### src/touch_pkg.sv
// touch scan constants: register indices, field positions, reset values, states.
// assumes an avalon-mm slave with byte address = 4 * register index.
package touch_pkg;
  localparam int unsigned CNT_W = 14;
  localparam int unsigned CAP_W = 7;
  localparam int unsigned ADDR_W = 10;
  localparam int unsigned SYNC_STAGES = 3;
  // register indices
  localparam logic [7:0] REG_IRQ_ENABLE_B = 8'h84;
  localparam logic [7:0] REG_IRQ_FLAGS_B = 8'h85;
  localparam logic [7:0] REG_B_RES_LO = 8'h8e;
  localparam logic [7:0] REG_B_RES_HI = 8'h8f;
  localparam logic [7:0] REG_MAIN_FLAGS = 8'h95;
  localparam logic [7:0] REG_MAIN_ENABLE_A = 8'ha9;
  localparam logic [7:0] REG_A_RES_LO = 8'hac;
  localparam logic [7:0] REG_CONTROL = 8'had;
  localparam logic [7:0] REG_A_REFC = 8'hb1;
  localparam logic [7:0] REG_A_RES_HI = 8'hb2;
  localparam logic [7:0] REG_CHSEL = 8'hb3;
  localparam logic [7:0] REG_A_TGT_LO = 8'hb4;
  localparam logic [7:0] REG_A_TGT_HI = 8'hb5;
  localparam logic [7:0] REG_B_TGT_LO = 8'hc1;
  localparam logic [7:0] REG_B_TGT_HI = 8'hc2;
  localparam logic [7:0] REG_INT_CAP = 8'hc3;
  localparam logic [7:0] REG_B_REFC = 8'hc4;
  // field positions
  localparam int BIT_A_IRQ = 0;
  localparam int BIT_B_IRQ = 1;
  localparam int BIT_COMMON_IRQ = 5;
  localparam int BIT_SHARED_EN = 3;
  localparam int CTL_A_PD = 7;
  localparam int CTL_A_EOC = 6;
  localparam int CTL_A_SOC = 5;
  localparam int CTL_B_PD = 3;
  localparam int CTL_B_EOC = 2;
  localparam int CTL_B_SOC = 1;
  localparam int CHSEL_A_LSB = 0;
  localparam int CHSEL_B_LSB = 4;
  localparam int CH_PER_UNIT = 4;
  // values after reset
  localparam logic [7:0] CONTROL_RESET = 8'hcc;
  localparam logic [7:0] TGT_LO_RESET = 8'hff;
  localparam logic [5:0] TGT_HI_RESET = 6'h00;
  localparam logic [1:0] CHSEL_RESET = 2'h0;
  localparam logic [CAP_W-1:0] CAP_RESET = 7'h40;
  typedef enum logic [1:0] {
    SCAN_IDLE = 2'b00,
    SCAN_RUN = 2'b01,
    SCAN_STORE = 2'b11
  } scan_state_t;
endpackage

### src/scan_if.sv
// control/result carrier between the register block and one scan unit.
// assumes both ends run on ref_clk.
`timescale 1ns/100ps
interface scan_if;
  import touch_pkg::*;
  logic start;
  logic abort;
  logic [CNT_W-1:0] target;
  logic busy;
  logic done;
  logic [CNT_W-1:0] result;
  modport ctrl (output start, output abort, output target, input busy, input done,
    input result);
  modport unit (input start, input abort, input target, output busy, output done,
    output result);
endinterface

### src/osc_edge_sync.sv
// three-stage synchroniser for an oscillator pin with a rising-edge pulse out.
// assumes the oscillator runs well below half of ref_clk.
`timescale 1ns/100ps
module osc_edge_sync
  import touch_pkg::*;
(
  // clock and reset
  input wire logic ref_clk,
  input wire logic rst,
  // pin side
  input wire logic pin,
  output logic rise
);
  typedef struct packed {
    logic [SYNC_STAGES-1:0] stage;
    logic level;
    logic rise;
  } sync_t;
  sync_t r;
  sync_t next_r;
  // a change counts only once stages two and three agree
  always_comb begin
    next_r = r;
    next_r.stage = {r.stage[1:0], pin};
    next_r.rise = 1'b0;
    if (r.stage[1] == r.stage[2]) begin
      next_r.level = r.stage[2];
      next_r.rise = r.stage[2] && !r.level;
    end
  end
  always_ff @(posedge ref_clk) begin
    if (rst) begin
      r <= '0;
    end else begin
      r <= next_r;
    end
  end
  assign rise = r.rise;
endmodule

### src/scan_unit.sv
// one touch scan unit: reference window counter, data counter, result holder.
// assumes raw reference and touch oscillator pins; the unit syncs them itself.
`timescale 1ns/100ps
module scan_unit
  import touch_pkg::*;
(
  // clock and reset
  input wire logic ref_clk,
  input wire logic rst,
  // oscillators
  input wire logic ref_osc,
  input wire logic touch_osc,
  // control side
  scan_if.unit port
);
  typedef struct packed {
    scan_state_t state;
    logic [CNT_W-1:0] ref_cnt;
    logic [CNT_W-1:0] data_cnt;
    logic [CNT_W-1:0] result;
  } unit_t;
  unit_t r;
  unit_t next_r;
  logic ref_rise;
  logic touch_rise;
  osc_edge_sync ref_sync (.ref_clk(ref_clk), .rst(rst), .pin(ref_osc), .rise(ref_rise));
  osc_edge_sync touch_sync (.ref_clk(ref_clk), .rst(rst), .pin(touch_osc),
    .rise(touch_rise));
  always_comb begin
    next_r = r;
    case (r.state)
      SCAN_IDLE: if (port.start) begin
        next_r.state = SCAN_RUN;
        next_r.ref_cnt = '0;
        next_r.data_cnt = '0;
      end
      SCAN_RUN: begin
        if (port.abort) begin
          next_r.state = SCAN_IDLE;
        end else if (r.ref_cnt == port.target) begin
          next_r.state = SCAN_STORE;
        end else begin
          if (ref_rise) next_r.ref_cnt = r.ref_cnt + 1'b1;
          // saturate rather than wrap so a fast pad never reads as touched
          if (touch_rise && !(&r.data_cnt)) next_r.data_cnt = r.data_cnt + 1'b1;
        end
      end
      SCAN_STORE: begin
        next_r.result = r.data_cnt;
        next_r.state = SCAN_IDLE;
      end
      default: next_r.state = SCAN_IDLE;
    endcase
  end
  always_ff @(posedge ref_clk) begin
    if (rst) begin
      r <= '0;
    end else begin
      r <= next_r;
    end
  end
  assign port.busy = r.state != SCAN_IDLE;
  assign port.done = r.state == SCAN_STORE;
  assign port.result = r.result;
endmodule

### src/touch_scan.sv
// register block and pad routing for the two-unit touch scanner.
// assumes an avalon-mm master with byte addresses and raw oscillator pins.
//
// The implementer's own choice: the Avalon-MM slave port.
`timescale 1ns/100ps
// Notes on behaviour
// - eight channels; unit a scans 0..3, unit b scans 4..7.
// - reference counter ends the window after the programmed reference count.
// - data counter counts touch cycles; 14-bit count kept as the result.
// - start clears itself when conversion done rises.
// - conversion done reads 0 while converting, 1 once the result is stored.
// - common flag sets on the first power-up; software then clears it.
// - powered unit connects its selected channel; power-down disconnects it.
// - unit a flag sets at scan end; writing fe clears it.
// - unit b flag sets at scan end; writing fd clears it.
// - common flag sets at any scan end; cleared by writing df or start.
// - clearing the common flag by writing df also clears both unit flags; a start does not.
// - separate unit a and unit b interrupt enables.
// - one shared enable gates the combined interrupt.
// - unit a power-down, done, start at bits 7, 6, 5.
// - unit b power-down, done, start at bits 3, 2, 1.
// - unit b select at bits 5:4 picks channel 4..7, 7 internal.
// - unit a select is bits 1:0 of the select register.
// - unit a select 00..11 picks channel 0..3.
// - channel 7 is an internal capacitor with its own value field.
// - each unit has a 7-bit reference oscillator capacitor field.
// - results are read-only: low byte plus six high bits.
// - reference count: low byte resets to ff, high six bits to 0.
module touch_scan
  import touch_pkg::*;
(
  // clock and reset
  input wire logic ref_clk,
  input wire logic rst,
  // avalon-mm slave
  input wire logic [ADDR_W-1:0] address,
  input wire logic read,
  input wire logic write,
  input wire logic [3:0] byteenable,
  input wire logic [31:0] writedata,
  output logic [31:0] readdata,
  output logic waitrequest,
  // oscillators, index 0 is unit a
  input wire logic [1:0] ref_osc,
  input wire logic [1:0] touch_osc,
  // analog side
  output logic [6:0] pad_connect,
  output logic internal_ref_connect,
  output logic [1:0] unit_osc_enable,
  output logic [CAP_W-1:0] unit_a_refosc_cap_select,
  output logic [CAP_W-1:0] unit_b_refosc_cap_select,
  output logic [CAP_W-1:0] internal_ref_cap_select,
  // interrupt request towards the core
  output logic touch_irq
);
  // ----------------------------------------------------------------
  // state
  // ----------------------------------------------------------------
  typedef struct packed {
    logic ack;
    logic [31:0] rdata;
    logic [1:0] power_down;
    logic [1:0] conversion_done;
    logic [1:0] start_conversion;
    logic [1:0] start;
    logic [1:0] irq_enable;
    logic [1:0] irq_flag;
    logic shared_enable;
    logic common_flag;
    logic ever_on;
    logic [1:0][1:0] channel_select;
    logic [1:0][CNT_W-1:0] target;
    logic [1:0][CAP_W-1:0] refosc_cap;
    logic [CAP_W-1:0] internal_cap;
    logic irq;
  } regs_t;
  regs_t r;
  regs_t next_r;
  scan_if su[2] ();
  logic [7:0] idx;
  logic [7:0] wd;
  logic do_wr;
  logic [7:0] rd_byte;
  logic [1:0] done;
  logic [1:0] busy;
  logic [7:0] connect;

  function automatic int pd_pos(input int u);
    return (u == 0) ? CTL_A_PD : CTL_B_PD;
  endfunction
  function automatic int soc_pos(input int u);
    return (u == 0) ? CTL_A_SOC : CTL_B_SOC;
  endfunction

  // ----------------------------------------------------------------
  // bus decode
  // ----------------------------------------------------------------
  // one wait state: request seen, answer registered, then released
  assign idx = address[ADDR_W-1:2];
  assign wd = writedata[7:0];
  assign waitrequest = (read || write) && !r.ack;
  assign do_wr = write && r.ack && byteenable[0];
  assign readdata = r.rdata;

  always_comb begin
    rd_byte = 8'h00;
    case (idx)
      REG_IRQ_ENABLE_B: rd_byte = {6'h00, r.irq_enable};
      REG_IRQ_FLAGS_B: rd_byte = {6'h00, r.irq_flag};
      REG_B_RES_LO: rd_byte = su[1].result[7:0];
      REG_B_RES_HI: rd_byte = {2'h0, su[1].result[CNT_W-1:8]};
      REG_MAIN_FLAGS: rd_byte[BIT_COMMON_IRQ] = r.common_flag;
      REG_MAIN_ENABLE_A: rd_byte[BIT_SHARED_EN] = r.shared_enable;
      REG_A_RES_LO: rd_byte = su[0].result[7:0];
      REG_A_RES_HI: rd_byte = {2'h0, su[0].result[CNT_W-1:8]};
      REG_CONTROL: begin
        rd_byte[CTL_A_PD] = r.power_down[0];
        rd_byte[CTL_A_EOC] = r.conversion_done[0];
        rd_byte[CTL_A_SOC] = r.start_conversion[0];
        rd_byte[CTL_B_PD] = r.power_down[1];
        rd_byte[CTL_B_EOC] = r.conversion_done[1];
        rd_byte[CTL_B_SOC] = r.start_conversion[1];
      end
      REG_A_REFC: rd_byte = {1'b0, r.refosc_cap[0]};
      REG_CHSEL: begin
        rd_byte[CHSEL_A_LSB +: 2] = r.channel_select[0];
        rd_byte[CHSEL_B_LSB +: 2] = r.channel_select[1];
      end
      REG_A_TGT_LO: rd_byte = r.target[0][7:0];
      REG_A_TGT_HI: rd_byte = {2'h0, r.target[0][CNT_W-1:8]};
      REG_B_TGT_LO: rd_byte = r.target[1][7:0];
      REG_B_TGT_HI: rd_byte = {2'h0, r.target[1][CNT_W-1:8]};
      REG_INT_CAP: rd_byte = {1'b0, r.internal_cap};
      REG_B_REFC: rd_byte = {1'b0, r.refosc_cap[1]};
      default: rd_byte = 8'h00;
    endcase
  end

  // ----------------------------------------------------------------
  // register and flag update
  // ----------------------------------------------------------------
  // clears are applied first and hardware sets last, so a set in the
  // same cycle as a software clear is never lost
  always_comb begin
    next_r = r;
    next_r.start = 2'b00;
    next_r.ack = 1'b0;
    if ((read || write) && !r.ack) begin
      next_r.ack = 1'b1;
      if (read) next_r.rdata = {24'h000000, rd_byte};
    end
    if (do_wr) begin
      case (idx)
        REG_IRQ_ENABLE_B: next_r.irq_enable = wd[1:0];
        // writing a 0 to a flag clears it, a 1 leaves it
        REG_IRQ_FLAGS_B: begin
          next_r.irq_flag[0] = r.irq_flag[0] && wd[BIT_A_IRQ];
          next_r.irq_flag[1] = r.irq_flag[1] && wd[BIT_B_IRQ];
        end
        REG_MAIN_FLAGS: if (!wd[BIT_COMMON_IRQ]) begin
          next_r.common_flag = 1'b0;
          next_r.irq_flag = 2'b00;
        end
        REG_MAIN_ENABLE_A: next_r.shared_enable = wd[BIT_SHARED_EN];
        REG_CONTROL: begin
          for (int u = 0; u < 2; u++) begin
            next_r.power_down[u] = wd[pd_pos(u)];
            // a start is only taken by a powered, idle unit
            if (wd[soc_pos(u)] && !wd[pd_pos(u)] && !r.start_conversion[u]) begin
              next_r.start_conversion[u] = 1'b1;
              next_r.conversion_done[u] = 1'b0;
              next_r.start[u] = 1'b1;
              next_r.common_flag = 1'b0;
            end
          end
        end
        REG_A_REFC: next_r.refosc_cap[0] = wd[CAP_W-1:0];
        REG_CHSEL: begin
          next_r.channel_select[0] = wd[CHSEL_A_LSB +: 2];
          next_r.channel_select[1] = wd[CHSEL_B_LSB +: 2];
        end
        REG_A_TGT_LO: next_r.target[0][7:0] = wd;
        REG_A_TGT_HI: next_r.target[0][CNT_W-1:8] = wd[5:0];
        REG_B_TGT_LO: next_r.target[1][7:0] = wd;
        REG_B_TGT_HI: next_r.target[1][CNT_W-1:8] = wd[5:0];
        REG_INT_CAP: next_r.internal_cap = wd[CAP_W-1:0];
        REG_B_REFC: next_r.refosc_cap[1] = wd[CAP_W-1:0];
        default: ;
      endcase
    end
    for (int u = 0; u < 2; u++) begin
      // powering down mid-scan abandons it; the old result stays
      if (r.power_down[u] && r.start_conversion[u] && !done[u]) begin
        next_r.start_conversion[u] = 1'b0;
        next_r.conversion_done[u] = 1'b1;
      end
      if (done[u]) begin
        next_r.conversion_done[u] = 1'b1;
        next_r.start_conversion[u] = 1'b0;
        next_r.irq_flag[u] = 1'b1;
        next_r.common_flag = 1'b1;
      end
      if (r.power_down[u] && !next_r.power_down[u] && !r.ever_on) begin
        next_r.ever_on = 1'b1;
        next_r.common_flag = 1'b1;
      end
    end
    next_r.irq = next_r.shared_enable && |(next_r.irq_enable & next_r.irq_flag);
  end

  always_ff @(posedge ref_clk) begin
    if (rst) begin
      r <= '0;
      r.power_down <= {CONTROL_RESET[CTL_B_PD], CONTROL_RESET[CTL_A_PD]};
      r.conversion_done <= {CONTROL_RESET[CTL_B_EOC], CONTROL_RESET[CTL_A_EOC]};
      r.start_conversion <= {CONTROL_RESET[CTL_B_SOC], CONTROL_RESET[CTL_A_SOC]};
      r.channel_select <= {CHSEL_RESET, CHSEL_RESET};
      r.target <= {{TGT_HI_RESET, TGT_LO_RESET}, {TGT_HI_RESET, TGT_LO_RESET}};
      r.refosc_cap <= {CAP_RESET, CAP_RESET};
      r.internal_cap <= CAP_RESET;
    end else begin
      r <= next_r;
    end
  end

  // ----------------------------------------------------------------
  // scan units and pad routing
  // ----------------------------------------------------------------
  for (genvar g = 0; g < 2; g++) begin : g_unit
    assign su[g].start = r.start[g];
    assign su[g].abort = r.power_down[g];
    assign su[g].target = r.target[g];
    assign done[g] = su[g].done;
    assign busy[g] = su[g].busy;
    scan_unit unit (
      .ref_clk(ref_clk),
      .rst(rst),
      .ref_osc(ref_osc[g]),
      .touch_osc(touch_osc[g]),
      .port(su[g])
    );
  end

  // channel ch belongs to unit ch/4, picked by select value ch%4
  for (genvar ch = 0; ch < 8; ch++) begin : g_chan
    assign connect[ch] = !r.power_down[ch / CH_PER_UNIT]
      && (r.channel_select[ch / CH_PER_UNIT] == 2'(ch % CH_PER_UNIT));
  end

  assign pad_connect = connect[6:0];
  assign internal_ref_connect = connect[7];
  assign unit_osc_enable = ~r.power_down;
  assign unit_a_refosc_cap_select = r.refosc_cap[0];
  assign unit_b_refosc_cap_select = r.refosc_cap[1];
  assign internal_ref_cap_select = r.internal_cap;
  assign touch_irq = r.irq;
endmodule
### config.mk
export PLATFORM = sky130hd
export DESIGN_NAME = touch_scan
export DESIGN_NICKNAME = d
export VERILOG_FILES = /design/src/touch_pkg.sv /design/src/scan_if.sv /design/src/osc_edge_sync.sv /design/src/scan_unit.sv /design/src/touch_scan.sv
export SDC_FILE = /design/constraint.sdc
export NUM_CORES = 1
export LEC_CHECK = 0
export BUFFER_PORTS_ARGS = -buffer_cell sky130_fd_sc_hd__buf_4
export CORE_ASPECT_RATIO = 1.4
export CORE_UTILIZATION = 49
export CTS_CLUSTER_DIAMETER = 120
export DETAILED_ROUTE_END_ITERATION = 16
export PLACE_DENSITY = 0.79
export RECOVER_POWER = 50
export SLEW_MARGIN = 20
export SYNTH_ARGS = -nofsm -noshare
export SYNTH_HDL_FRONTEND = slang
export SYNTH_SLANG_ARGS = --single-unit
### constraint.sdc
create_clock -name ref_clk -period 2 [get_ports ref_clk]
set_input_delay 0.4 -clock ref_clk [delete_from_list [all_inputs] [get_ports ref_clk]]
set_output_delay 0.4 -clock ref_clk [all_outputs]
set_load 0.01 [all_outputs]
# ---- After elaboration in Yosys (flattened, before gate mapping)
# Cells that the tools add are included.
dict set report word_totals {
  register_bits 186
  in_bits 54
  elab_cells 239
}
dict set report op_classes {
  bitwise_logic 8
  n_addsub 4
  muxes 49
  n_eq_ne 47
  n_reduce_logical 88
}
# operator n
set ops {}
lappend ops {{equality test 8 bit, second input constant} 17}
lappend ops {{two-way mux 28 bit} 4}
lappend ops {{one-hot mux 28 bit (2 select lines)} 2}
lappend ops {{two-way mux 14 bit} 5}
lappend ops {{two-way mux 30 bit} 2}
lappend ops {{adder 14 x 1 -> 14 bit, second input constant} 4}
lappend ops {{two-way mux 33 bit} 1}
lappend ops {{logical AND 1 bit} 32}
lappend ops {{equality test 14 bit} 2}
lappend ops {{one-hot mux 1 bit (14 select lines)} 2}
lappend ops {{AND reduction 14 bit} 2}
lappend ops {{one-hot mux 1 bit (12 select lines)} 2}
lappend ops {{AND reduction 2 bit} 11}
lappend ops {{AND reduction 5 bit} 4}
lappend ops {{zero test 1 bit} 18}
lappend ops {{two-way mux 2 bit} 8}
lappend ops {{two-way mux 8 bit} 2}
lappend ops {{!= test 2 bit, second input constant} 8}
lappend ops {{one-hot mux 2 bit (8 select lines)} 1}
lappend ops {{one-hot mux 1 bit (15 select lines)} 1}
lappend ops {{two-way mux 1 bit} 14}
lappend ops {{one-hot mux 1 bit (13 select lines)} 1}
lappend ops {{equality test 2 bit, second input constant} 6}
lappend ops {{one-hot mux 2 bit (2 select lines)} 3}
lappend ops {{19 further kinds} 44}

# ---- Depth between registers and ports, before layout
# Gate-level depths: netlist of the first run.
dict set report depth {
  depth_word 13
  mapped_depth 9
  ltp_nobuf 7
}

# ---- By module
# From an unflattened synthesis of the first run, not the netlist that was laid out.
dict set report hier_totals {
  cells_unflattened 1211
  area_unflattened_um2 10133.5
}
# mod cells_per_inst area_each_um2 n_inst
set by_module_without_submodules {}
lappend by_module_without_submodules {scan_unit 322 2547.4 2}
lappend by_module_without_submodules {touch_scan 519 4443.0 1}
lappend by_module_without_submodules {osc_edge_sync 12 148.9 4}

# ---- Worst setup path before layout of the first run
# No wires, ideal clock.
dict set report synth_timing {
  kind {input port to flip-flop}
  start {in address[7]}
  end {reg su[1].target[11] (netlist name)}
  slack_ns 0.179
  required_time_ns 1.872
  arrival_time_ns 1.693
  stages 8
  path_cell_list {buf_2 nor2_2 and3_1 buf_2 nand2_1 nor3_4 mux2i_1 nor2_1}
}
dict set report synth_between {
  elab_chain_len 2
}
# item line_no
set synth_rtl {}
lappend synth_rtl {{start: declaration} touch_scan.sv:36} ;# input wire logic [ADDR_W-1:0] address,
lappend synth_rtl {{equality test 8 bit} touch_scan.sv:153} ;# case (idx)
lappend synth_rtl {{AND reduction 2 bit (no line)} -}
# Every way passes these cells.
# A chain may end at the register's enable or synchronous reset.

# ---- Worst setup path after layout of the first run
dict set report layout_timing {
  start {reg r[68] in the netlist's numbering}
  end {out internal_ref_connect}
}
dict set report layout_between {
  elab_chain_len 2
}
# item line_no
set layout_rtl {}
lappend layout_rtl {{start: declaration} touch_scan.sv:77} ;# regs_t r;
lappend layout_rtl {{start signal: assignment} touch_scan.sv:222} ;# r <= next_r;
lappend layout_rtl {{zero test 1 bit} touch_scan.sv:246} ;# assign connect[ch] = !r.power_down[ch / CH_PER_UNIT]
lappend layout_rtl {{logical AND 1 bit} touch_scan.sv:247} ;# && (r.channel_select[ch / CH_PER_UNIT] == 2'(ch % CH_PER_UNIT));
lappend layout_rtl {{end: declaration} touch_scan.sv:48} ;# output logic internal_ref_connect,
# Every way passes these cells.

==> results by group, run 1 <==
Detailed routing
  – Vias per cell: 5.64
  – Final wirelength: 25700 um
  – DRC: 0
  – Vias: 7914
  – DRT antenna net count: 0
  – DRT Pass-1 Iters: 7
  – WL/cell: 18.3 um
  – Drt first-iter violations: 651

STA
  – Worst-margin pin slew: 1.49 ns
  – Hold_ws: 0.162 ns
  – Fin crit share: 0.956
  – Final Hold Fails: 0
  – F_max: 0.523 GHz
  – Minimum clock period: 1.91 ns
  – Worst Skew: 0.0125 ns
  – Final WS setup: 0.0878 ns
  – Slew margin rel.: 0.00537
  – Setup violation total in the final timing report: 0
  – Slew Limit Fails: 0

Clock tree
  – Worst-Skew Late Latency: 0.45 ns
  – CTS Root Cell: clkbuf_16
  – Clock slew at reported path FFs: 0.08 ns
  – TritonCTS clock tree: built
  – Post-CTS Hold Buffers: 0
  – H-tree depth: 4
  – Cts bufs inserted: 17
  – Clock buffer depth: 2
  – CTS Sinks: 186

Finish
  – Antenna Cells: 0
  – Nets: 1209
  – P&R area growth vs syn: 17.7%
  – Filler cell count: 1545
  – Post-Layout Cell Count: 1404
  – Layout cells sized above 1: 0.195

Worst setup path
  – CP Max Fanout: 6
  – CP Data Arrival Time: 1.51 ns
  – R2R cell count: 7
  – Critical Path RT: 1.60 ns
  – R2R Setup Slk: 0.10 ns
  – Kind of critical path: register to output pin
  – Setup crit end kind: output pin
  – Startpoint Class: register

Synth
  – Number of synthesized flops with an enable pin: 0
  – Synth Register Bits: 186
  – Sequential fraction of the synthesis area: 0.409
  – Synth warn: 0
  – Top_reg_cell synth: dfxtp_1
  – Async SR Flop Fraction: 0
  – Post-Syn Instances: 1067
  – Synthesized area per cell: 8.53 um2
  – Yosys cell types: 72
  – Mapped cell area: 9100 um2

Die
  – Core Rows: 58
  – Core area: 18100 um2
  – Die width: 117 um
  – I/O Pins: 119
  – Die Height: 163 um
  – Initial Util: 0.503
  – Die Area: 19100 um2

Placement
  – I/O Buffers: 65
  – RD Place Congestion: 1.01
  – Placed Cells incl. Taps: 1369
  – Post-DP HPWL: 19100 um
  – Pre-CTS WS: -0.0721 ns

Global routing
  – Grt total ovfl: 0
  – Largest net degree at the start of global routing: 75
  – Initial antenna violation count: 0
  – Vias in the first global route: 7712
  – GRT Overall Usage: 0.281
  – First-pass GRT wire length: 40200 um

Pwr
  – Total Power: 7.86 mW
  – Leak: 4.41 nW
  – Power per standard cell area: 735 nW/um2
  – Maximum vdd ir drop: 545 uV

Min path
  – Hold Path Class: primary input to register
  – Hold Path Stages: 2

Run
  – Max Cap Viol: 0

Status
  – Status: completed
[routing by layer]
layer,vias up,global-route usage,routed length (um)
li1,3800,-,-
met1,3783,0.296,9540
met2,233,0.494,13400
met3,98,0.0419,921
met4,0,0.211,1850
met5,-,0,0
[cells in the final DEF, fill, tap and decap left out, drive strengths merged, types with 6 or more instances in the layout]
cell type    n
inv         16
nor3        14
o211ai       6
nand3       61
clkbuf      20
o21ai       22
mux2i       51
xor2        70
a21oi       70
and3        31
nor4        11
a22o         8
dfxtp      186
buf        152
nand4       37
nor2       106
or3          7
nand2      152
and2         9
nor3b       12
nor2b       18
conb        24
and4         6
[layout make-up]
type / instances / area (um2) / share of cell area
clock buffers: 19 / 453 / 0.0423
multi-input cells: 784 / 4780 / 0.446
flip-flops and latches: 186 / 3730 / 0.348
repair buffers: 153 / 1210 / 0.113
clock inverters: 13 / 199 / 0.0186
inverters: 9 / 33.8 / 0.00316
well taps: 240 / 300 / 0.0281
[path summary, 6_finish.rpt]
path	start	end
max reg2reg	g_unit[1].unit.r[43]$_SDFFE_PP0P_	g_unit[1].unit.r[27]$_SDFFE_PP0P_
min reg2reg	g_unit[0].unit.ref_sync.next_r[3]$_SDFF_PP0_	g_unit[0].unit.ref_sync.next_r[4]$_SDFF_PP0_
min	ref_osc[0]	g_unit[0].unit.ref_sync.next_r[3]$_SDFF_PP0_
max	r[68]$_SDFF_PP1_	internal_ref_connect
[kinds of logic after synthesis]
| kind of cell | share of synthesized area |
|---|---|
| DFF | 0.409 |
| xor gates and xnor gates | 0.0684 |
| adders and majority gates | 0.00550 |
| buffers and inverters | 0.0769 |
| muxes | 0.0611 |
| other | 0.000412 |
| AOI/OAI and AO/OA | 0.100 |
| and+or+nand+nor | 0.278 |
[where the power goes]
group,leakage [nW],switching (mW),internal [mW]
combinational,2.59,0.273,0.163
sequential,1.50,0.0143,3.72
clock,0.316,1.60,2.10
total,4.41,1.88,5.98
[synth_stat cells (all sizes together) (3+ instances only)]
cell | count | share of area
and3b | 4 | 0.0039
a211oi | 3 | 0.0025
buf | 81 | 0.061
o211ai | 6 | 0.0050
a22oi | 4 | 0.0033
o21ai | 22 | 0.012
ha | 4 | 0.0055
clkbuf | 30 | 0.012
nand2b | 5 | 0.0034
nand4 | 37 | 0.027
xor2 | 70 | 0.067
and3 | 31 | 0.021
mux2 | 4 | 0.0050
and4 | 6 | 0.0058
nor3 | 14 | 0.010
a41oi | 4 | 0.0067
inv | 9 | 0.0037
nor2 | 106 | 0.045
nor2b | 18 | 0.012
mux2i | 51 | 0.056
nand2 | 152 | 0.063
nor4 | 11 | 0.013
o221ai | 3 | 0.0029
or3 | 7 | 0.0048
dfxtp | 186 | 0.41
nor3b | 12 | 0.013
o22ai | 5 | 0.0034
a22o | 8 | 0.0077
and2 | 9 | 0.0062
nand3 | 61 | 0.038
a21oi | 70 | 0.039
a31oi | 4 | 0.0028
[state kept, by name, indices dropped and copies added (netlist names), 4 cells and up]
signal	flops
g_unit.unit.touch_sync.next_r	4
unit_b_refosc_cap_select	7
g_unit.unit.r	60
g_unit.unit.touch_sync.r	4
g_unit.unit.ref_sync.r	4
unit_a_refosc_cap_select	7
r	20
g_unit.unit.port.result	28
internal_ref_cap_select	7
readdata	8
su.target	28
g_unit.unit.ref_sync.next_r	4
[through the flow]
stage	TNS, ns	util	cell area (um2)
finish	0	0.592	10700
CTS	0	0.591	10700
detailed placement	-0.421	0.554	10000
floorplan	0	-	9180
global route	-0.0180	0.592	10700
global placement	-0.307	0.554	10000
[what timing repair did]
| item | in CTS | in global routing |
|---|---|---|
| setup buffers | 0 | 3 |
| setup endpoints to repair | 0 | 6 |
| resized for setup | 0 | 7 |
| hold endpoints to repair | 0 | 0 |
[worst max-delay path, stage by stage, from the launching register on]
cell,delay (ns)
dfxtp_1,0.44
buf_4,0.20
inv_1,0.11
and3_1,0.19
buf_4,0.14
No activity file was read; power rests on OpenSTA's default activity.
==> run 2, diff against run 1 <==
--- a/config.mk
+++ b/config.mk
@@ -7,10 +7,10 @@
 export LEC_CHECK = 0
 export BUFFER_PORTS_ARGS = -buffer_cell sky130_fd_sc_hd__buf_4
 export CORE_ASPECT_RATIO = 1.4
-export CORE_UTILIZATION = 49
+export CORE_UTILIZATION = 45
 export CTS_CLUSTER_DIAMETER = 120
 export DETAILED_ROUTE_END_ITERATION = 16
-export PLACE_DENSITY = 0.79
+export PLACE_DENSITY = 0.75
 export RECOVER_POWER = 50
 export SLEW_MARGIN = 20
 export SYNTH_ARGS = -nofsm -noshare
==> run 2 against run 1 <==
  * Global-route usage is 2.4 points lower
  * Cell area shrank 1.8%
  * Worst setup slack got worse by 0.028 ns
  * Via count fell by 1.4%
  * Critical path depth stayed put
  * Combinational power fell by 5.3%
  * Non-clock buffer count decreased by 3
  * Largest cell class unchanged
  * Sequential power hardly changed
  * Hold slack better by 0.0016 ns
  * Clock skew up 0.0021 ns
==> results by group, run 2 (synthesis gave the netlist of run 1 again) <==
Die
  – Die Area: 20800 um2 (+8.8%)
  – Die width: 122 um (+4.3%)
  – Die Height: 170 um (+4.3%)
  – Core area: 19800 um2 (+9.8%)
  – I/O Pins: 119 (unchanged)
  – Core Rows: 61 (+5.2%)
  – Initial Util: 0.458 (-0.0450)

Worst setup path
  – CP peak stage delay: 0.45 ns (about the same)
  – Crit-path most repeated cell: buf_4
  – Setup crit end kind: output pin
  – Critical Path RT: 1.60 ns (about the same)
  – Startpoint Class: register
  – CP Max Fanout: 6 (unchanged)
  – CP Data Arrival Time: 1.54 ns (+0.03 ns)
  – Slowest-stage cell, CP: dfxtp_1
  – Kind of critical path: register to output pin
  – Crit path cell chain: buf_4 > inv_1 > and3_1 > buf_4

Global routing
  – Largest net degree at the start of global routing: 86 (+15%)
  – Initial antenna violation count: 0 (unchanged)
  – GRT Overall Usage: 0.257 (-0.0242)
  – First-pass GRT wire length: 40300 um (+0.14%)
  – Grt total ovfl: 0 (unchanged)
  – Vias in the first global route: 7514 (-2.6%)

Clock tree
  – Worst-Skew Late Latency: 0.45 ns (about the same)
  – CTS Root Cell: clkbuf_16
  – Clock slew at reported path FFs: 0.08 ns (about the same)
  – Clock buffer depth: 2 (unchanged)
  – Cts bufs inserted: 17 (unchanged)
  – H-tree depth: 4 (unchanged)
  – TritonCTS clock tree: built
  – CTS Sinks: 186 (unchanged)

STA
  – Setup violation total in the final timing report: 0 (unchanged)
  – Hold_ws: 0.164 ns (+0.00164 ns)
  – Worst-margin pin slew: 0.966 ns (-0.526 ns)
  – Final Hold Fails: 0 (unchanged)
  – Fin Setup TNS: 0 ns (unchanged)
  – Worst Skew: 0.0145 ns (+0.00206 ns)
  – Slew margin rel.: 0.356 (+0.351)
  – Fin crit share: 0.970 (+0.0142)
  – Minimum clock period: 1.94 ns (+0.0283 ns)
  – F_max: 0.515 GHz (-1.5%)
  – Slew Limit Fails: 0 (unchanged)

Finish
  – Nets: 1206 (-0.25%)
  – Post-Layout Cell Count: 1413 (+0.64%)
  – Most common cell after layout, fill and taps aside: dfxtp_1
  – Layout cells sized above 1: 0.162 (-0.0331)
  – Antenna Cells: 0 (unchanged)
  – Fin util: 0.530 (-0.0628)
  – P&R area growth vs syn: 15.5%
  – Most flop-heavy register: g_unit.unit.r
  – Most frequent cells in the layout: 180 x dfxtp_1, 150 x nand2_1, 103 x nor2_1, 101 x buf_4, 70 x a21oi_1
  – Max reg flops: 60 (unchanged)
  – Filler cell count: 1881 (+22%)

Detailed routing
  – DRC: 0 (unchanged)
  – Final wirelength: 26100 um (+1.8%)
  – Vias: 7806 (-1.4%)
  – Vias per cell: 5.52 (-2.0%)
  – DRT antenna net count: 0 (unchanged)
  – DRT Pass-1 Iters: 6 (-1)
  – WL/cell: 18.5 um (+1.1%)
  – Drt first-iter violations: 526 (-19%)

Status
  – Status: completed

Placement
  – I/O Buffers: 65 (unchanged)
  – Placed Cells incl. Taps: 1380 (+0.80%)
  – RD Place Congestion: 0.950 (-5.7%)
  – Post-DP HPWL: 19300 um (+0.72%)

Pwr
  – Maximum vdd ir drop: 564 uV (+3.5%)
  – Leak: 4.20 nW (-4.7%)
  – Power per standard cell area: 722 nW/um2 (-1.8%)

Run
  – Max Cap Viol: 0 (unchanged)

Min path
  – Hold Path Class: primary input to register
[run 2: cell types whose count changed in the layout (fill, tap and decap cells not counted), sizes merged]
| cell | delta |
|---|---|
| buf | -45 |
| clkbuf | +40 |
| clkinvlp | +3 |
| bufinv | -2 |
| inv | +1 |
[run 2: routing by layer]
metal / global-route usage / part of all wire / vias to the layer above
met1: 0.270 / 0.38 / 3704
met3: 0.0422 / 0.034 / 82
met5: 0 / 0 / -
li1: - / - / 3804
met4: 0.176 / 0.068 / 0
met2: 0.461 / 0.52 / 216
[run 2: worst paths after layout]
kind / start / to / slack, ns / cells after the start
worst max-delay path: r[68]$_SDFF_PP1_ / internal_ref_connect / 0.06 / 4
worst min-delay path: touch_osc[0] / g_unit[0].unit.touch_sync.next_r[3]$_SDFF_PP0_ / 0.16 / 2
worst max register to register: g_unit[0].unit.r[42]$_SDFFE_PP0P_ / g_unit[0].unit.r[39]$_SDFFE_PP0P_ / 0.12 / 7
worst min register to register: g_unit[1].unit.ref_sync.next_r[3]$_SDFF_PP0_ / g_unit[1].unit.ref_sync.next_r[4]$_SDFF_PP0_ / 0.45 / 1
[run 2: timing repair]
action / in CTS / in global routing
setup buffers: 0 / 1
setup endpoints to repair: 0 / 1
resized for setup: 0 / 11
hold buffers: 0 / 0
[run 2: final cells by class]
cell class | instances | area (um2) | share of cell area
multi-input cells | 784 | 4790 | 0.456
clock inverters | 15 | 175 | 0.0167
clock buffers | 17 | 425 | 0.0405
repair buffers | 150 | 1040 | 0.0988
well taps | 252 | 315 | 0.0300
flip-flops and latches | 186 | 3730 | 0.355
inverters | 9 | 33.8 | 0.00321
[run 2: per-stage QoR]
step           power, mW  setup slack, ns  cell area (um2)
2_1_floorplan       4.08            0.179             9180
6_report            7.58           0.0595            10500
4_1_cts             7.62           0.0548            10600
3_3_place_gp        4.24        -0.000664            10000
3_5_place_dp        4.24           0.0141            10000
5_1_grt             7.79          -0.0114            10500
[run 2: where the power goes]
| group | internal (mW) | leakage [nW] | total, mW | switching, mW |
|---|---|---|---|---|
| registers | 3.72 | 1.50 | 3.73 | 0.0131 |
| clock network | 1.79 | 0.282 | 3.44 | 1.65 |
| logic | 0.142 | 2.41 | 0.413 | 0.270 |
[run 2: worst max-delay path: cells and delay by family (launching register included)]
family        cells  cell delay [ns]
flops             1             0.45
buf+inv           3             0.45
simple gates      1             0.20
==> run 3, diff against run 2 <==
--- a/config.mk
+++ b/config.mk
@@ -8,6 +8,7 @@
 export BUFFER_PORTS_ARGS = -buffer_cell sky130_fd_sc_hd__buf_4
 export CORE_ASPECT_RATIO = 1.4
 export CORE_UTILIZATION = 45
+export CTS_BUF_LIST = sky130_fd_sc_hd__clkbuf_4 sky130_fd_sc_hd__clkbuf_8
 export CTS_CLUSTER_DIAMETER = 120
 export DETAILED_ROUTE_END_ITERATION = 16
 export PLACE_DENSITY = 0.75
==> run 3 against run 2 <==
  * The run now ends with capacitance limit, slew limit left
  * Fmax grew 3.0%
  * Hold slack got worse by 0.042 ns
  * Highest routed layer unchanged
  * Critical path type unchanged
  * Total power shrank 11%
  * Die area did not move
  * Clock skew rose by 0.0049 ns
  * Via count fell by 0.74%
  * Largest power group unchanged
==> results by group, run 3 (synthesis gave the netlist of run 1 again) <==
Status
  – Status: finished, violations left
  – Failing checks: capacitance limit, slew limit

Die
  – Die Area: 20800 um2 (unchanged)
  – I/O Pins: 119 (unchanged)
  – Die width: 122 um (unchanged)
  – Core Rows: 61 (unchanged)
  – Core area: 19800 um2 (unchanged)
  – Initial Util: 0.458 (unchanged)
  – Die Height: 170 um (unchanged)

Worst setup path
  – Crit path cell chain: buf_4 > inv_1 > and3_1 > buf_4
  – CP peak stage delay: 0.39 ns (-0.06 ns)
  – R2R cell count: 5 (-2)
  – CP Max Fanout: 6 (unchanged)
  – R2r endpoint: readdata[5]$_SDFFE_PP0P_
  – CP Depth: 4 (unchanged)
  – Crit-path most repeated cell: buf_4
  – CP Data Arrival Time: 1.48 ns (-0.06 ns)
  – CP endpoint: internal_ref_connect
  – Startpoint Class: register
  – Critical path startpoint: r[68]$_SDFF_PP1_
  – Kind of critical path: register to output pin
  – Critical Path RT: 1.60 ns (about the same)
  – Setup crit end kind: output pin
  – Origin of the critical flop-to-flop path: r[101]$_SDFF_PP0_
  – WP buf/inv: 3 (unchanged)
  – Slowest-stage cell, CP: dfxtp_2
  – Crit path max-delay family: buffers and inverters
  – R2R Setup Slk: 0.12 ns (about the same)

Finish
  – Antenna Cells: 0 (unchanged)
  – Most common cell after layout, fill and taps aside: dfxtp_1
  – Post-Layout Cell Count: 1416 (+0.21%)
  – Nets: 1209 (+0.25%)
  – Layout cells sized above 1: 0.168 (+0.00560)
  – Multi-input gate area: 4780 um2 (-0.16%)
  – P&R area growth vs syn: 13.8%
  – Design area: 10300 um2 (-1.5%)
  – Most flop-heavy register: g_unit.unit.r
  – Register Area: 3730 um2 (+0.10%)
  – Most frequent cells in the layout: 179 x dfxtp_1, 150 x nand2_1, 109 x buf_4, 103 x nor2_1, 70 x a21oi_1
  – Filler cell count: 1901 (+1.1%)
  – Max reg flops: 60 (unchanged)

Clock tree
  – Clock buffer depth: 2 (unchanged)
  – H-tree depth: 4 (unchanged)
  – Cts bufs inserted: 17 (unchanged)
  – Clock slew at reported path FFs: 0.11 ns (+0.03 ns)
  – CTS Root Cell: clkbuf_8
  – Worst-Skew Late Latency: 0.48 ns (+0.03 ns)
  – TritonCTS clock tree: built
  – CTS Sinks: 186 (unchanged)

Detailed routing
  – Vias per cell: 5.47 (-0.95%)
  – Drt first-iter violations: 522 (-0.76%)
  – Vias: 7748 (-0.74%)
  – DRT Pass-1 Iters: 5 (-1)
  – Final wirelength: 25600 um (-2.1%)
  – DRC: 0 (unchanged)
  – DRT antenna net count: 0 (unchanged)
  – WL/cell: 18.1 um (-2.4%)

Pwr
  – Switching share of power: 0.268 (+0.0130)
  – Leak: 4.14 nW (-1.4%)
  – Part of the power in registers: 0.556 (+0.064)
  – Clock share of power: 0.383 (-0.070)
  – Power per standard cell area: 649 nW/um2 (-10%)
  – Maximum vdd ir drop: 345 uV (-39%)
  – Switching power total: 1.80 mW (-7.0%)
  – Comb pwr share: 0.061 (+0.007)
  – Pint: 4.92 mW (-13%)

STA
  – F_max: 0.531 GHz (+3.0%)
  – Worst-margin pin slew: 1.55 ns (+0.585 ns)
  – Slew margin rel.: -0.0336 (-0.390)
  – Fin crit share: 0.942 (-0.0285)
  – Worst Skew: 0.0194 ns (+0.00492 ns)
  – Setup violation total in the final timing report: 0 (unchanged)
  – RSZ-0062 raised after global routing: false
  – Minimum clock period: 1.88 ns (-0.0571 ns)
  – Final Hold Fails: 0 (unchanged)
  – Slew Limit Fails: 86 (+86)
  – Final WS setup: 0.117 ns (+0.0571 ns)

Global routing
  – Grt total ovfl: 0 (unchanged)
  – Largest net degree at the start of global routing: 86 (unchanged)
  – Initial antenna violation count: 0 (unchanged)
  – First-pass GRT wire length: 39600 um (-1.7%)
  – GRT Overall Usage: 0.252 (-0.00503)
  – Vias in the first global route: 7350 (-2.2%)

Placement
  – Placed Cells incl. Taps: 1380 (unchanged)
  – I/O Buffers: 65 (unchanged)
  – Pre-CTS WS: 0.0141 ns (unchanged)
  – RD Place Congestion: 0.950 (unchanged)
  – Post-DP Area: 10000 um2 (unchanged)
  – Post-DP HPWL: 19300 um (unchanged)

Min path
  – Hold Path Class: primary input to register

Run
  – Max Cap Viol: 1 (+1)
-- run 3: cell types whose count changed in the layout (fill, tap and decap cells not counted) --
cell,delta
xor2_1,+1
dfxtp_4,+1
xor2_2,-1
dfxtp_1,-1
buf_4,+8
clkbuf_16,-17
buf_2,+1
clkbuf_1,-4
clkbuf_8,+17
clkbuf_4,-2
-- run 3: how the worst min path moves through the flow --
| stage | from | endpoint | slack, ns | cells after the start |
|---|---|---|---|---|
| final | touch_osc[0] | g_unit[0].unit.touch_sync.next_r[3]$_SDFF_PP0_ | 0.12 | 2 |
| after global routing | touch_osc[0] | g_unit[0].unit.touch_sync.next_r[3]$_SDFF_PP0_ | 0.11 | 2 |
| after CTS | touch_osc[0] | g_unit[0].unit.touch_sync.next_r[3]$_SDFF_PP0_ | 0.1 | 2 |
| after detailed placement | g_unit[0].unit.ref_sync.next_r[3]$_SDFF_PP0_ | g_unit[0].unit.ref_sync.next_r[4]$_SDFF_PP0_ | 0.43 | 1 |
| after global placement | g_unit[1].unit.touch_sync.next_r[3]$_SDFF_PP0_ | g_unit[1].unit.touch_sync.next_r[4]$_SDFF_PP0_ | 0.42 | 1 |
| after floorplan | g_unit[0].unit.ref_sync.next_r[3]$_SDFF_PP0_ | g_unit[0].unit.ref_sync.next_r[4]$_SDFF_PP0_ | 0.41 | 1 |
-- run 3: final cells by class --
type                    count  area share
well taps                 252      0.0305
repair buffers            153       0.104
flip-flops and latches    186       0.361
clock inverters            15      0.0169
clock buffers              17      0.0226
inverters                   9     0.00326
multi-input cells         784       0.462
-- run 3: repair_timing --
item | 4_1_cts | 5_1_grt
gates resized for setup | 0 | 13
setup buffers | 0 | 4
setup endpoints to repair | 0 | 3
hold buffers | 0 | 0
-- run 3: power groups by stage --
stage | combinational (mW) | clock [mW] | sequential (mW)
global route | 0.437 | 2.77 | 3.74
finish | 0.409 | 2.57 | 3.73
global placement | 0.417 | 0 | 3.82
floorplan | 0.265 | 0 | 3.81
detailed placement | 0.419 | 0 | 3.82
CTS | 0.420 | 2.63 | 3.73
-- run 3: layer usage --
metal  GRT usage  vias to the layer above  part of all wire
li1            -                     3796                 -
met3      0.0385                       85             0.035
met2       0.455                      224              0.52
met1       0.270                     3643              0.38
met4       0.156                        0             0.063
met5           0                        -                 0
-- run 3: stage by stage --
stage | utilization | hold WS, ns | power, mW | setup TNS [ns]
after CTS | 0.526 | 0.0998 | 6.78 | 0
after detailed placement | 0.505 | 0.427 | 4.24 | 0
after global placement | 0.505 | 0.417 | 4.24 | -0.000664
final | 0.522 | 0.122 | 6.71 | 0
after global routing | 0.522 | 0.114 | 6.95 | 0
after floorplan | - | 0.414 | 4.08 | 0
